## config.mk

```make
export PLATFORM = sky130hd
export DESIGN_NAME = psc_top
export DESIGN_NICKNAME = d
export VERILOG_FILES = /design/src/rtl/psc_pkg.sv /design/src/rtl/psc_top.sv /design/src/rtl/psc_debounce.sv
export VERILOG_INCLUDE_DIRS = /design/src /design/src/rtl
export SDC_FILE = /design/constraint.sdc
export NUM_CORES = 1
export LEC_CHECK = 0
export ABC_AREA = 0
export BUFFER_PORTS_ARGS = -buffer_cell sky130_fd_sc_hd__buf_4
export CAP_MARGIN = 30
export CORE_ASPECT_RATIO = 0.7
export CORE_MARGIN = 2
export CORE_UTILIZATION = 62
export DETAILED_ROUTE_END_ITERATION = 6
export GPL_TIMING_DRIVEN = 0
export HOLD_SLACK_MARGIN = 0.1
export PLACE_DENSITY = 0.77
export SLEW_MARGIN = 30
export SYNTH_ARGS = -nofsm -noshare
export SYNTH_HDL_FRONTEND = slang
export SYNTH_SLANG_ARGS = --single-unit
```

## constraint.sdc

```tcl
create_clock -name I_CORE_CLK -period 3.6 [get_ports I_CORE_CLK]
set_input_delay 0.36 -clock I_CORE_CLK [delete_from_list [all_inputs] [get_ports I_CORE_CLK]]
set_output_delay 0.36 -clock I_CORE_CLK [all_outputs]
set_load 0.1 [all_outputs]
```

## src/rtl/psc_regs.svh

```systemverilog
`ifndef PSC_REGS_SVH
`define PSC_REGS_SVH

// ----------------------------------------------------------------------------
// clock and timing
// ----------------------------------------------------------------------------
`define PSC_CLK_MHZ 250
`define PSC_CYC_PER_MS (`PSC_CLK_MHZ * 1000)
`define PSC_HOLD_LONG_MS 4000
`define PSC_DEBOUNCE_MS 20
`define PSC_BLINK_HALF_MS 50
`define PSC_ACT_HOLD_MS 200
`define PSC_HOLD_LONG_CYC (`PSC_HOLD_LONG_MS * `PSC_CYC_PER_MS)
`define PSC_DEBOUNCE_CYC (`PSC_DEBOUNCE_MS * `PSC_CYC_PER_MS)
`define PSC_BLINK_HALF_CYC (`PSC_BLINK_HALF_MS * `PSC_CYC_PER_MS)
`define PSC_ACT_HOLD_CYC (`PSC_ACT_HOLD_MS * `PSC_CYC_PER_MS)

// ----------------------------------------------------------------------------
// reset values
// ----------------------------------------------------------------------------
`define PSC_SYS_RST 2'h0
`define PSC_CNT_RST 32'h0
`define PSC_BIT_RST 1'h0

`endif

```

## src/rtl/psc_pkg.sv

```systemverilog
package psc_pkg;

  typedef enum logic [1:0]
  {
    PSC_SYS_OFF = 2'b00,
    PSC_SYS_WORK = 2'b01,
    PSC_SYS_SLEEP = 2'b10
  } psc_sys_t;

  typedef struct packed
  {
    logic level;
    logic [31:0] cnt;
  } psc_deb_t;

  typedef struct packed
  {
    psc_sys_t sys;
    logic psu_on;
    logic chg;
    logic sw_prev;
    logic long_done;
    logic [31:0] hold_cnt;
    logic intrusion;
    logic [31:0] blink_cnt;
    logic blink;
    logic [31:0] act_cnt;
    logic led_green;
    logic led_yellow;
  } psc_state_t;

endpackage

```

## src/rtl/psc_top.sv

```systemverilog
`timescale 1ns/1ps
`include "psc_regs.svh"

// Operation
// (RQ1) next system state follows present state and how long the switch was held
// (RQ2) off plus short press powers the system on into working
// (RQ3) working plus short press puts the system to sleep
// (RQ4) working plus long press forces soft-off
// (RQ5) sleeping plus short press wakes the system into working
// (RQ6) sleeping plus long press goes to soft-off
// (RQ7) green led dark without link, steady with link, blinking on traffic
// (RQ8) yellow led dark at the slow rate, lit at the fast rate
// (RQ9) closed chassis switch records a readable sticky intrusion event
// (RQ10) hold counted from debounced press; long fires at threshold, short on release
module psc_top
  import psc_pkg::*;
#(
  parameter int unsigned HOLD_LONG_CYC = `PSC_HOLD_LONG_CYC,
  parameter int unsigned DEBOUNCE_CYC = `PSC_DEBOUNCE_CYC,
  parameter int unsigned BLINK_HALF_CYC = `PSC_BLINK_HALF_CYC,
  parameter int unsigned ACT_HOLD_CYC = `PSC_ACT_HOLD_CYC
)
(
  // clock and reset
  input wire logic I_CORE_CLK,
  input wire logic I_RST,
  // front panel and chassis switches
  input wire logic I_PWR_SW,
  input wire logic I_CHASSIS_SW_CLOSED,
  input wire logic I_INTRUSION_CLR,
  // network status from the controller
  input wire logic I_LINK_UP,
  input wire logic I_LINK_ACT,
  input wire logic I_LINK_FAST,
  // system state signalling
  output logic [1:0] O_SYS_STATE,
  output logic O_PSU_ON,
  output logic O_STATE_CHG,
  output logic O_INTRUSION,
  // connector leds
  output logic O_LED_GREEN,
  output logic O_LED_YELLOW
);

  // --------------------------------------------------------------------------
  // switch filtering
  // --------------------------------------------------------------------------
  logic pwr_pressed;
  logic cover_open;

  psc_debounce #(
    .STABLE_CYC(DEBOUNCE_CYC)
  ) u_deb_pwr (
    .i_clk(I_CORE_CLK),
    .i_rst(I_RST),
    .i_raw(I_PWR_SW),
    .o_level(pwr_pressed)
  );

  psc_debounce #(
    .STABLE_CYC(DEBOUNCE_CYC)
  ) u_deb_cover (
    .i_clk(I_CORE_CLK),
    .i_rst(I_RST),
    .i_raw(I_CHASSIS_SW_CLOSED),
    .o_level(cover_open)
  );

  // --------------------------------------------------------------------------
  // state
  // --------------------------------------------------------------------------
  localparam psc_state_t ST_RST = '{
    sys: psc_sys_t'(`PSC_SYS_RST),
    psu_on: `PSC_BIT_RST,
    chg: `PSC_BIT_RST,
    sw_prev: `PSC_BIT_RST,
    long_done: `PSC_BIT_RST,
    hold_cnt: `PSC_CNT_RST,
    intrusion: `PSC_BIT_RST,
    blink_cnt: `PSC_CNT_RST,
    blink: `PSC_BIT_RST,
    act_cnt: `PSC_CNT_RST,
    led_green: `PSC_BIT_RST,
    led_yellow: `PSC_BIT_RST
  };

  psc_state_t st_r;
  psc_state_t st_nxt;
  logic press_rise;
  logic press_fall;
  logic long_hit;

  assign press_rise = pwr_pressed & ~st_r.sw_prev;
  assign press_fall = ~pwr_pressed & st_r.sw_prev;
  assign long_hit = pwr_pressed & st_r.sw_prev & ~st_r.long_done &
                    (st_r.hold_cnt >= 32'(HOLD_LONG_CYC - 1));

  // --------------------------------------------------------------------------
  // next state
  // --------------------------------------------------------------------------
  always_comb
  begin
    st_nxt = st_r;
    st_nxt.chg = 1'h0;
    st_nxt.sw_prev = pwr_pressed;

    // hold measurement restarts at every filtered press
    if (press_rise)
    begin
      st_nxt.hold_cnt = `PSC_CNT_RST; // RQ10
      st_nxt.long_done = 1'h0;
    end
    else if (long_hit)
    begin
      // long action fires while still held; the later release is then ignored
      st_nxt.long_done = 1'h1; // RQ10
      case (st_r.sys)
        PSC_SYS_WORK:
        begin
          st_nxt.sys = PSC_SYS_OFF; // RQ4
          st_nxt.chg = 1'h1;
        end
        PSC_SYS_SLEEP:
        begin
          st_nxt.sys = PSC_SYS_OFF; // RQ6
          st_nxt.chg = 1'h1;
        end
        default:
        begin
          st_nxt.sys = st_r.sys;
        end
      endcase
    end
    else if (pwr_pressed && !st_r.long_done)
    begin
      st_nxt.hold_cnt = st_r.hold_cnt + 32'h1; // RQ1
    end
    else if (press_fall && !st_r.long_done)
    begin
      // short action only on release, so a long hold never triggers it first
      st_nxt.chg = 1'h1; // RQ10
      case (st_r.sys)
        PSC_SYS_OFF:
        begin
          st_nxt.sys = PSC_SYS_WORK; // RQ2
        end
        PSC_SYS_WORK:
        begin
          st_nxt.sys = PSC_SYS_SLEEP; // RQ3
        end
        PSC_SYS_SLEEP:
        begin
          st_nxt.sys = PSC_SYS_WORK; // RQ5
        end
        default:
        begin
          st_nxt.sys = PSC_SYS_OFF;
          st_nxt.chg = 1'h0;
        end
      endcase
    end

    // supply rails only up in the working state; sleep keeps standby only
    st_nxt.psu_on = (st_nxt.sys == PSC_SYS_WORK); // RQ1

    // set wins over a clear in the same cycle
    if (cover_open)
    begin
      st_nxt.intrusion = 1'h1; // RQ9
    end
    else if (I_INTRUSION_CLR)
    begin
      st_nxt.intrusion = 1'h0;
    end

    // traffic keeps the blink alive for a while so short bursts stay visible
    if (!I_LINK_UP)
    begin
      st_nxt.act_cnt = `PSC_CNT_RST;
    end
    else if (I_LINK_ACT)
    begin
      st_nxt.act_cnt = 32'(ACT_HOLD_CYC); // RQ7
    end
    else if (st_r.act_cnt != `PSC_CNT_RST)
    begin
      st_nxt.act_cnt = st_r.act_cnt - 32'h1;
    end

    if (st_r.blink_cnt >= 32'(BLINK_HALF_CYC - 1))
    begin
      st_nxt.blink_cnt = `PSC_CNT_RST;
      st_nxt.blink = ~st_r.blink;
    end
    else
    begin
      st_nxt.blink_cnt = st_r.blink_cnt + 32'h1;
    end

    if (!I_LINK_UP)
    begin
      st_nxt.led_green = 1'h0; // RQ7
    end
    else if (st_nxt.act_cnt != `PSC_CNT_RST)
    begin
      st_nxt.led_green = st_r.blink; // RQ7
    end
    else
    begin
      st_nxt.led_green = 1'h1; // RQ7
    end

    st_nxt.led_yellow = I_LINK_FAST; // RQ8
  end

  always_ff @(posedge I_CORE_CLK)
  begin
    if (I_RST)
    begin
      st_r <= ST_RST;
    end
    else
    begin
      st_r <= st_nxt;
    end
  end

  // --------------------------------------------------------------------------
  // outputs
  // --------------------------------------------------------------------------
  assign O_SYS_STATE = st_r.sys;
  assign O_PSU_ON = st_r.psu_on;
  assign O_STATE_CHG = st_r.chg;
  assign O_INTRUSION = st_r.intrusion; // RQ9
  assign O_LED_GREEN = st_r.led_green;
  assign O_LED_YELLOW = st_r.led_yellow;

endmodule

```

## src/rtl/psc_debounce.sv

```systemverilog
`timescale 1ns/1ps
`include "psc_regs.svh"

module psc_debounce
  import psc_pkg::*;
#(
  parameter int unsigned STABLE_CYC = `PSC_DEBOUNCE_CYC
)
(
  // clock and reset
  input wire logic i_clk,
  input wire logic i_rst,
  // raw and filtered level
  input wire logic i_raw,
  output logic o_level
);

  psc_deb_t st_r;
  psc_deb_t st_nxt;

  // the level only moves after the raw input has disagreed for a full window
  always_comb
  begin
    st_nxt = st_r;
    if (i_raw == st_r.level)
    begin
      st_nxt.cnt = `PSC_CNT_RST;
    end
    else if (st_r.cnt >= 32'(STABLE_CYC - 1))
    begin
      st_nxt.level = i_raw;
      st_nxt.cnt = `PSC_CNT_RST;
    end
    else
    begin
      st_nxt.cnt = st_r.cnt + 32'h1;
    end
  end

  always_ff @(posedge i_clk)
  begin
    if (i_rst)
    begin
      st_r <= '{level: `PSC_BIT_RST, cnt: `PSC_CNT_RST};
    end
    else
    begin
      st_r <= st_nxt;
    end
  end

  assign o_level = st_r.level;

endmodule

```

Word level (Yosys, flattened, before mapping). Cells that the tools add are included.

Flip-flop bits (word level): 172. Bits of input ports: 8. Output and inout bits: 7. Logic and storage cells: 78.

Add/subtract/negate cells: 5. Magnitude comparators: 4. Eq/ne operators: 5. Mux-type cells: 17. Bitwise logic cells: 13. Reduce and logical (&&, ||, !) cells: 18.

Operator list (number): 32-bit by 1-bit adder with 32-bit output (second input constant) (4); 32-bit two-way mux (3); 32-bit by 23-bit >= comparator with 1-bit output (second input constant) (2); 32-bit nonzero test (2); 32-bit by 24-bit >= comparator with 1-bit output (second input constant) (1); 32-bit by 30-bit >= comparator with 1-bit output (second input constant) (1); 32-bit by 1-bit subtractor with 32-bit output (second input constant) (1); 2-bit two-way mux (5); 2-bit OR reduction (5); 3-bit OR reduction (3); 1-bit two-way mux (8); 1-bit NOT (8); 2-bit AND reduction (3); 1-bit bitwise AND (5); 2-bit by 1-bit == test with 1-bit output (second input constant) (2); 2-bit one-hot mux with 2 select lines (1); 1-bit == test (2); 2-bit == test (second input constant) (1); 1-bit logical AND (2); 2-bit logical NOT (1); 2-bit nonzero test (1); 1-bit logical NOT (1).

Longest topological paths before layout.
Depth in word-level cells: 8. Depth in mapped cells: 9. Gate-level depth less buffers: 9.

Cells and area by module. Synthesis repeated with hierarchy kept, for this count alone.

Cells, all modules: 886. Area, all modules: 7941.4 um2.

Modules (own cells, without submodules): psc_top (instances 1, cells each 588, area an instance 4928.5 um2, sequential area each 2122.0 um2); psc_debounce (instances 2, cells each 149, area an instance 1506.4 um2, sequential area each 660.6 um2).

Least setup slack after synthesis. Ideal clock, no wire load.

Path type: register to register. Start point: reg st_r[2] (netlist bit). End point: reg st_r, in the netlist O_LED_GREEN. Library setup time: 88 ps. Arrival time: 2509 ps. Data required time: 3512 ps. Path slack: 1003 ps. Stages on the path, launching flop included: 10. Path buffers: 0. Clock period less this slack: 2597 ps. Cell sequence: dfxtp_1 > inv_1 > ha_1 > or4b_4 > nor3_2 > nand4_4 > a31o_1 > a2111oi_4 > a41oi_1 > o32ai_2.

Longest elaborated chain between the ends: 6. Elaborated cells between the ends (all ways): 7. Those cells by class: 1 x add/sub; 4 x mux; 2 x reduce/logical.

Ends and longest elaborated chain: start: declaration (line psc_top.sv:87) `psc_state_t st_r;`; start signal: assignment (line psc_top.sv:224) `st_r <= st_nxt;`; 32-bit by 1-bit subtractor with 32-bit output or 32-bit nonzero test (tied branches); 32-bit two-way mux * (line psc_top.sv:185) `` else if (st_r.act_cnt != `PSC_CNT_RST) ``; 32-bit two-way mux * (line psc_top.sv:181) `else if (I_LINK_ACT)`; 32-bit two-way mux * (line psc_top.sv:177) `if (!I_LINK_UP)`; 32-bit nonzero test (no source line) *; 1-bit two-way mux * (line psc_top.sv:204) `` else if (st_nxt.act_cnt != `PSC_CNT_RST) ``.

Every way passes the cells marked *; elsewhere a longest branch is shown, timed or not. A chain may end at the register's enable or synchronous reset.

Final worst setup path.
Start point: reg st_r[5] (netlist bit). End point: reg st_r, in the netlist O_LED_GREEN.

Same word-level chain as after synthesis.

==> metrics.txt <==
# TYPE chip_impl_metric gauge
chip_impl_metric{name="ys_seq_area_share",unit="%"} 45.74
chip_impl_info{name="run_status",value="complete, no violations"} 1
chip_impl_metric{name="worstPathMaxFanout",unit=""} 7
chip_impl_metric{name="diodes",unit=""} 0
chip_impl_metric{name="grt_overflow",unit=""} 0
chip_impl_metric{name="synth_edf_count",unit=""} 0
chip_impl_metric{name="ctsResizeCount",unit=""} 0
chip_impl_metric{name="first_iter_violations",unit=""} 439
chip_impl_metric{name="post_cts.repair.setup_buffers",unit=""} 0
chip_impl_info{name="worst_setup_path_end_kind",value="register"} 1
chip_impl_metric{name="area_growth",unit="%"} 12.70
chip_impl_metric{name="ios",unit=""} 15
chip_impl_metric{name="p_leak",unit="nW"} 3.070
chip_impl_metric{name="placement.io_buffers",unit=""} 13
chip_impl_metric{name="total_cts_buffers",unit=""} 17
chip_impl_metric{name="critical_path_required",unit="ps"} 3930
chip_impl_metric{name="asyncSetResetFlopFracSynth",unit="%"} 0
chip_impl_metric{name="die_area",unit="µm²"} 13050
chip_impl_metric{name="first_global_vias",unit=""} 5906
chip_impl_metric{name="r2r_slack",unit="ps"} 540
chip_impl_metric{name="worst_ep_arrival_time",unit="ps"} 3400
chip_impl_metric{name="route.detailed.vias_per_inst",unit=""} 5.708
chip_impl_metric{name="clock_skew",unit="ps"} 11.77
chip_impl_metric{name="initial_utilization",unit="%"} 63.98
chip_impl_metric{name="layout_min_cycle_time",unit="ps"} 3065
chip_impl_metric{name="place_hpwl",unit="µm"} 11020
chip_impl_metric{name="worstMarginPinSlew",unit="ps"} 862.6
chip_impl_metric{name="die_height",unit="µm"} 96.20
chip_impl_metric{name="netlist_area",unit="µm²"} 7528
chip_impl_metric{name="numClockSinks",unit=""} 172
chip_impl_metric{name="yosys_register_bits",unit=""} 172
chip_impl_info{name="main_synth_ff_type",value="sky130_fd_sc_hd__dfxtp_1"} 1
chip_impl_metric{name="clock_insertion_delay_at_the_later_pin_of_the_skew_report",unit="ps"} 420
chip_impl_metric{name="dr.pass1.iters",unit=""} 5
chip_impl_metric{name="drt-wirelength-per-cell",unit="µm"} 14.86
chip_impl_metric{name="routabilityCongestion",unit=""} 0.9051
chip_impl_metric{name="global_route.usage.total",unit="%"} 25.76
chip_impl_metric{name="placeable_core_region",unit="µm²"} 11770
chip_impl_metric{name="peakVddDrop",unit="V"} 0.0003918
chip_impl_info{name="crit_path_start_kind",value="register"} 1
chip_impl_info{name="synth_top_family_by_area",value="simple AND/OR/NAND/NOR gates"} 1
chip_impl_metric{name="first_pass_grt_wire_length",unit="µm"} 27060
chip_impl_metric{name="grt_start_max_net_pins",unit=""} 17
chip_impl_metric{name="synth_simple_gate_area_share",unit="%"} 29.22
chip_impl_metric{name="hold_viol_final",unit=""} 0
chip_impl_metric{name="die_x",unit="µm"} 135.7
chip_impl_metric{name="post_route_insts_no_fill",unit=""} 1070
chip_impl_metric{name="postRouteWirelength",unit="µm"} 15900
chip_impl_metric{name="synth.yosys.warnings",unit=""} 0
chip_impl_metric{name="num_vias",unit=""} 6108
chip_impl_metric{name="slew_hr",unit="%"} 41.68
chip_impl_metric{name="post_route_cells_drive_above_1_share",unit="%"} 7.886
chip_impl_metric{name="p_per_area",unit="nW/µm²"} 489.1
chip_impl_metric{name="syn_avg_cell_area",unit="µm²"} 8.931
chip_impl_info{name="cts_tree",value="yes"} 1
chip_impl_metric{name="yosys-mux-area-fraction",unit="%"} 0.9307
chip_impl_metric{name="ys_types",unit=""} 70
chip_impl_metric{name="setup_tns",unit="ps"} 0
chip_impl_metric{name="cts.reportedPaths.clkPinSlew",unit="ps"} 70
chip_impl_metric{name="post-place-cells",unit=""} 1038
chip_impl_metric{name="initial_antenna_violation_count",unit=""} 0
chip_impl_metric{name="nets",unit=""} 918
chip_impl_metric{name="max_clock_freq",unit="GHz"} 0.3263
chip_impl_metric{name="post-route-period-util",unit="%"} 85.14
chip_impl_metric{name="row_count",unit=""} 33
chip_impl_metric{name="post-route-drc-count",unit=""} 0
chip_impl_info{name="grt_setup_unrepaired",value="no"} 1
chip_impl_metric{name="clock_tree.buffer_depth",unit=""} 2
chip_impl_metric{name="maxCapViolCount",unit=""} 0
chip_impl_info{name="clk_root_buffer_cell",value="sky130_fd_sc_hd__clkbuf_16"} 1
chip_impl_metric{name="clock_tree.htree_level_count",unit=""} 4
chip_impl_info{name="min-delay-path-class",value="in -> reg"} 1
chip_impl_metric{name="slew_violations",unit=""} 0
chip_impl_metric{name="route.antenna.remaining_nets",unit=""} 0
chip_impl_metric{name="post_cts_hold_buffers",unit=""} 0
chip_impl_info{name="critPathKind",value="reg -> reg"} 1
chip_impl_metric{name="fraction_of_the_mapped_netlist_area_in_compound_gates",unit="%"} 7.562
chip_impl_metric{name="post_synth_inst_count",unit=""} 843
chip_impl_metric{name="post_synth_fa_ha_maj_area_fraction",unit="%"} 1.662
chip_impl_metric{name="timing.final.setup_violations",unit=""} 0
chip_impl_metric{name="post_synthesis_share_of_cell_area_spent_on_xor_and_xnor_gates",unit="%"} 12.45
[critical path, cell delays in order (launching register included)]
cell and delay [ps]:
sky130_fd_sc_hd__dfxtp_1 350, sky130_fd_sc_hd__nor3_1 560, sky130_fd_sc_hd__nand4_1 440, sky130_fd_sc_hd__a31oi_1 600, sky130_fd_sc_hd__a21boi_2 160, sky130_fd_sc_hd__a2111oi_4 360
sky130_fd_sc_hd__a41oi_1 220, sky130_fd_sc_hd__o32ai_2 290
[per-stage QoR]
step | setup WS (ps) | area (µm²) | power (mW) | utilization, % | hold slack [ps]
floorplan | 1003 | 7622 | 2.321 | - | 413.2
global placement | 647.3 | 7916 | 2.396 | 67.27 | 426.0
detailed placement | 591.4 | 7916 | 2.412 | 67.27 | 437.3
CTS | 582.4 | 8484 | 4.165 | 72.10 | 142.8
global route | 251.7 | 8484 | 4.304 | 72.10 | 146.8
finish | 535.1 | 8484 | 4.150 | 72.10 | 148.5
[cell families (layout without fill, tap and decap cells)]
kind of cell               after synthesis  after routing
and+or+nand+nor                        422            422
DFF                                    172            172
xor gates and xnor gates               107            107
AOI/OAI and AO/OA                       80             80
buffers and inverters                   44             89
adders and majority gates               10             10
muxes                                    7              7
other                                    1             26
[layout by cell type (no fill, tap or decap), drive strengths merged, types with 7 or more instances in the layout]
| master | count |
|---|---|
| dfxtp | 172 |
| nor2 | 154 |
| xnor2 | 56 |
| xor2 | 51 |
| nand2 | 49 |
| nand3 | 46 |
| clkbuf | 42 |
| nor3 | 30 |
| and3 | 26 |
| conb | 26 |
| a21oi | 24 |
| inv | 24 |
| nor4 | 22 |
| nand4 | 21 |
| buf | 17 |
| o21ai | 15 |
| and2 | 13 |
| and4 | 12 |
| ha | 10 |
| or3 | 10 |
| nor2b | 8 |
| or4 | 8 |
| mux2i | 7 |
[worst paths after layout]
path	from	end	cells after the start
setup / recovery	st_r[5]	O_LED_GREEN	7
hold reg to reg	u_deb_pwr.st_r[0]	u_deb_pwr.st_r[0]	1
setup reg to reg	st_r[5]	O_LED_GREEN	7
hold / removal	I_LINK_FAST	O_LED_YELLOW	2
[area by class of cell]
type                    count  area, µm²
flip-flops and latches    172       3443
repair buffers             13      97.59
multi-input cells         652       3999
clock buffers              19      442.9
well taps                 157      196.4
fillers                   846       3283
inverters                  17      63.81
clock inverters            13      125.1
plain buffers              27      116.4
[layer usage]
layer	routed length, µm	track usage (%)
met3	783	5.477
met4	244	8.247
met1	7416	33.84
met5	0	0
met2	7456	42.85
[report_power, final]
group          switching, mW  internal [mW]
sequential            0.0353           1.94
clock                  0.784          0.987
combinational          0.253          0.147
total                   1.07           3.08
[cell usage after synthesis (4+ instances only)]
master | instances | share of area [%]
sky130_fd_sc_hd__dfxtp_1 | 172 | 46
sky130_fd_sc_hd__nor2_1 | 154 | 7.7
sky130_fd_sc_hd__xnor2_1 | 56 | 6.5
sky130_fd_sc_hd__xor2_1 | 51 | 5.9
sky130_fd_sc_hd__nand2_1 | 49 | 2.4
sky130_fd_sc_hd__nand3_1 | 46 | 3.1
sky130_fd_sc_hd__and3_1 | 26 | 2.2
sky130_fd_sc_hd__nor3_1 | 26 | 1.7
sky130_fd_sc_hd__a21oi_1 | 24 | 1.6
sky130_fd_sc_hd__clkbuf_1 | 23 | 1.1
sky130_fd_sc_hd__nand4_1 | 20 | 1.7
sky130_fd_sc_hd__nor4_1 | 20 | 1.7
sky130_fd_sc_hd__inv_1 | 17 | 0.85
sky130_fd_sc_hd__o21ai_0 | 15 | 1.0
sky130_fd_sc_hd__and2_1 | 13 | 1.1
sky130_fd_sc_hd__and4_1 | 12 | 1.4
sky130_fd_sc_hd__ha_1 | 10 | 1.7
sky130_fd_sc_hd__or3_1 | 9 | 0.75
sky130_fd_sc_hd__nor2b_1 | 8 | 0.66
sky130_fd_sc_hd__mux2i_1 | 7 | 0.93
sky130_fd_sc_hd__a31oi_1 | 6 | 0.50
sky130_fd_sc_hd__nand2b_1 | 6 | 0.50
sky130_fd_sc_hd__nor3b_1 | 4 | 0.40
[sequential cells by signal (all words and copies together) (netlist names)]
| register | cells |
|---|---|
| st_r | 99 |
| O_STATE_CHG | 1 |
| O_LED_YELLOW | 1 |
| u_deb_cover.st_r | 32 |
| O_LED_GREEN | 1 |
| u_deb_pwr.st_r | 32 |
| O_INTRUSION | 1 |
| u_deb_pwr.o_level | 1 |
| u_deb_cover.o_level | 1 |
| O_SYS_STATE | 2 |
| O_PSU_ON | 1 |
Note: power is estimated with default switching activity, not from simulation.
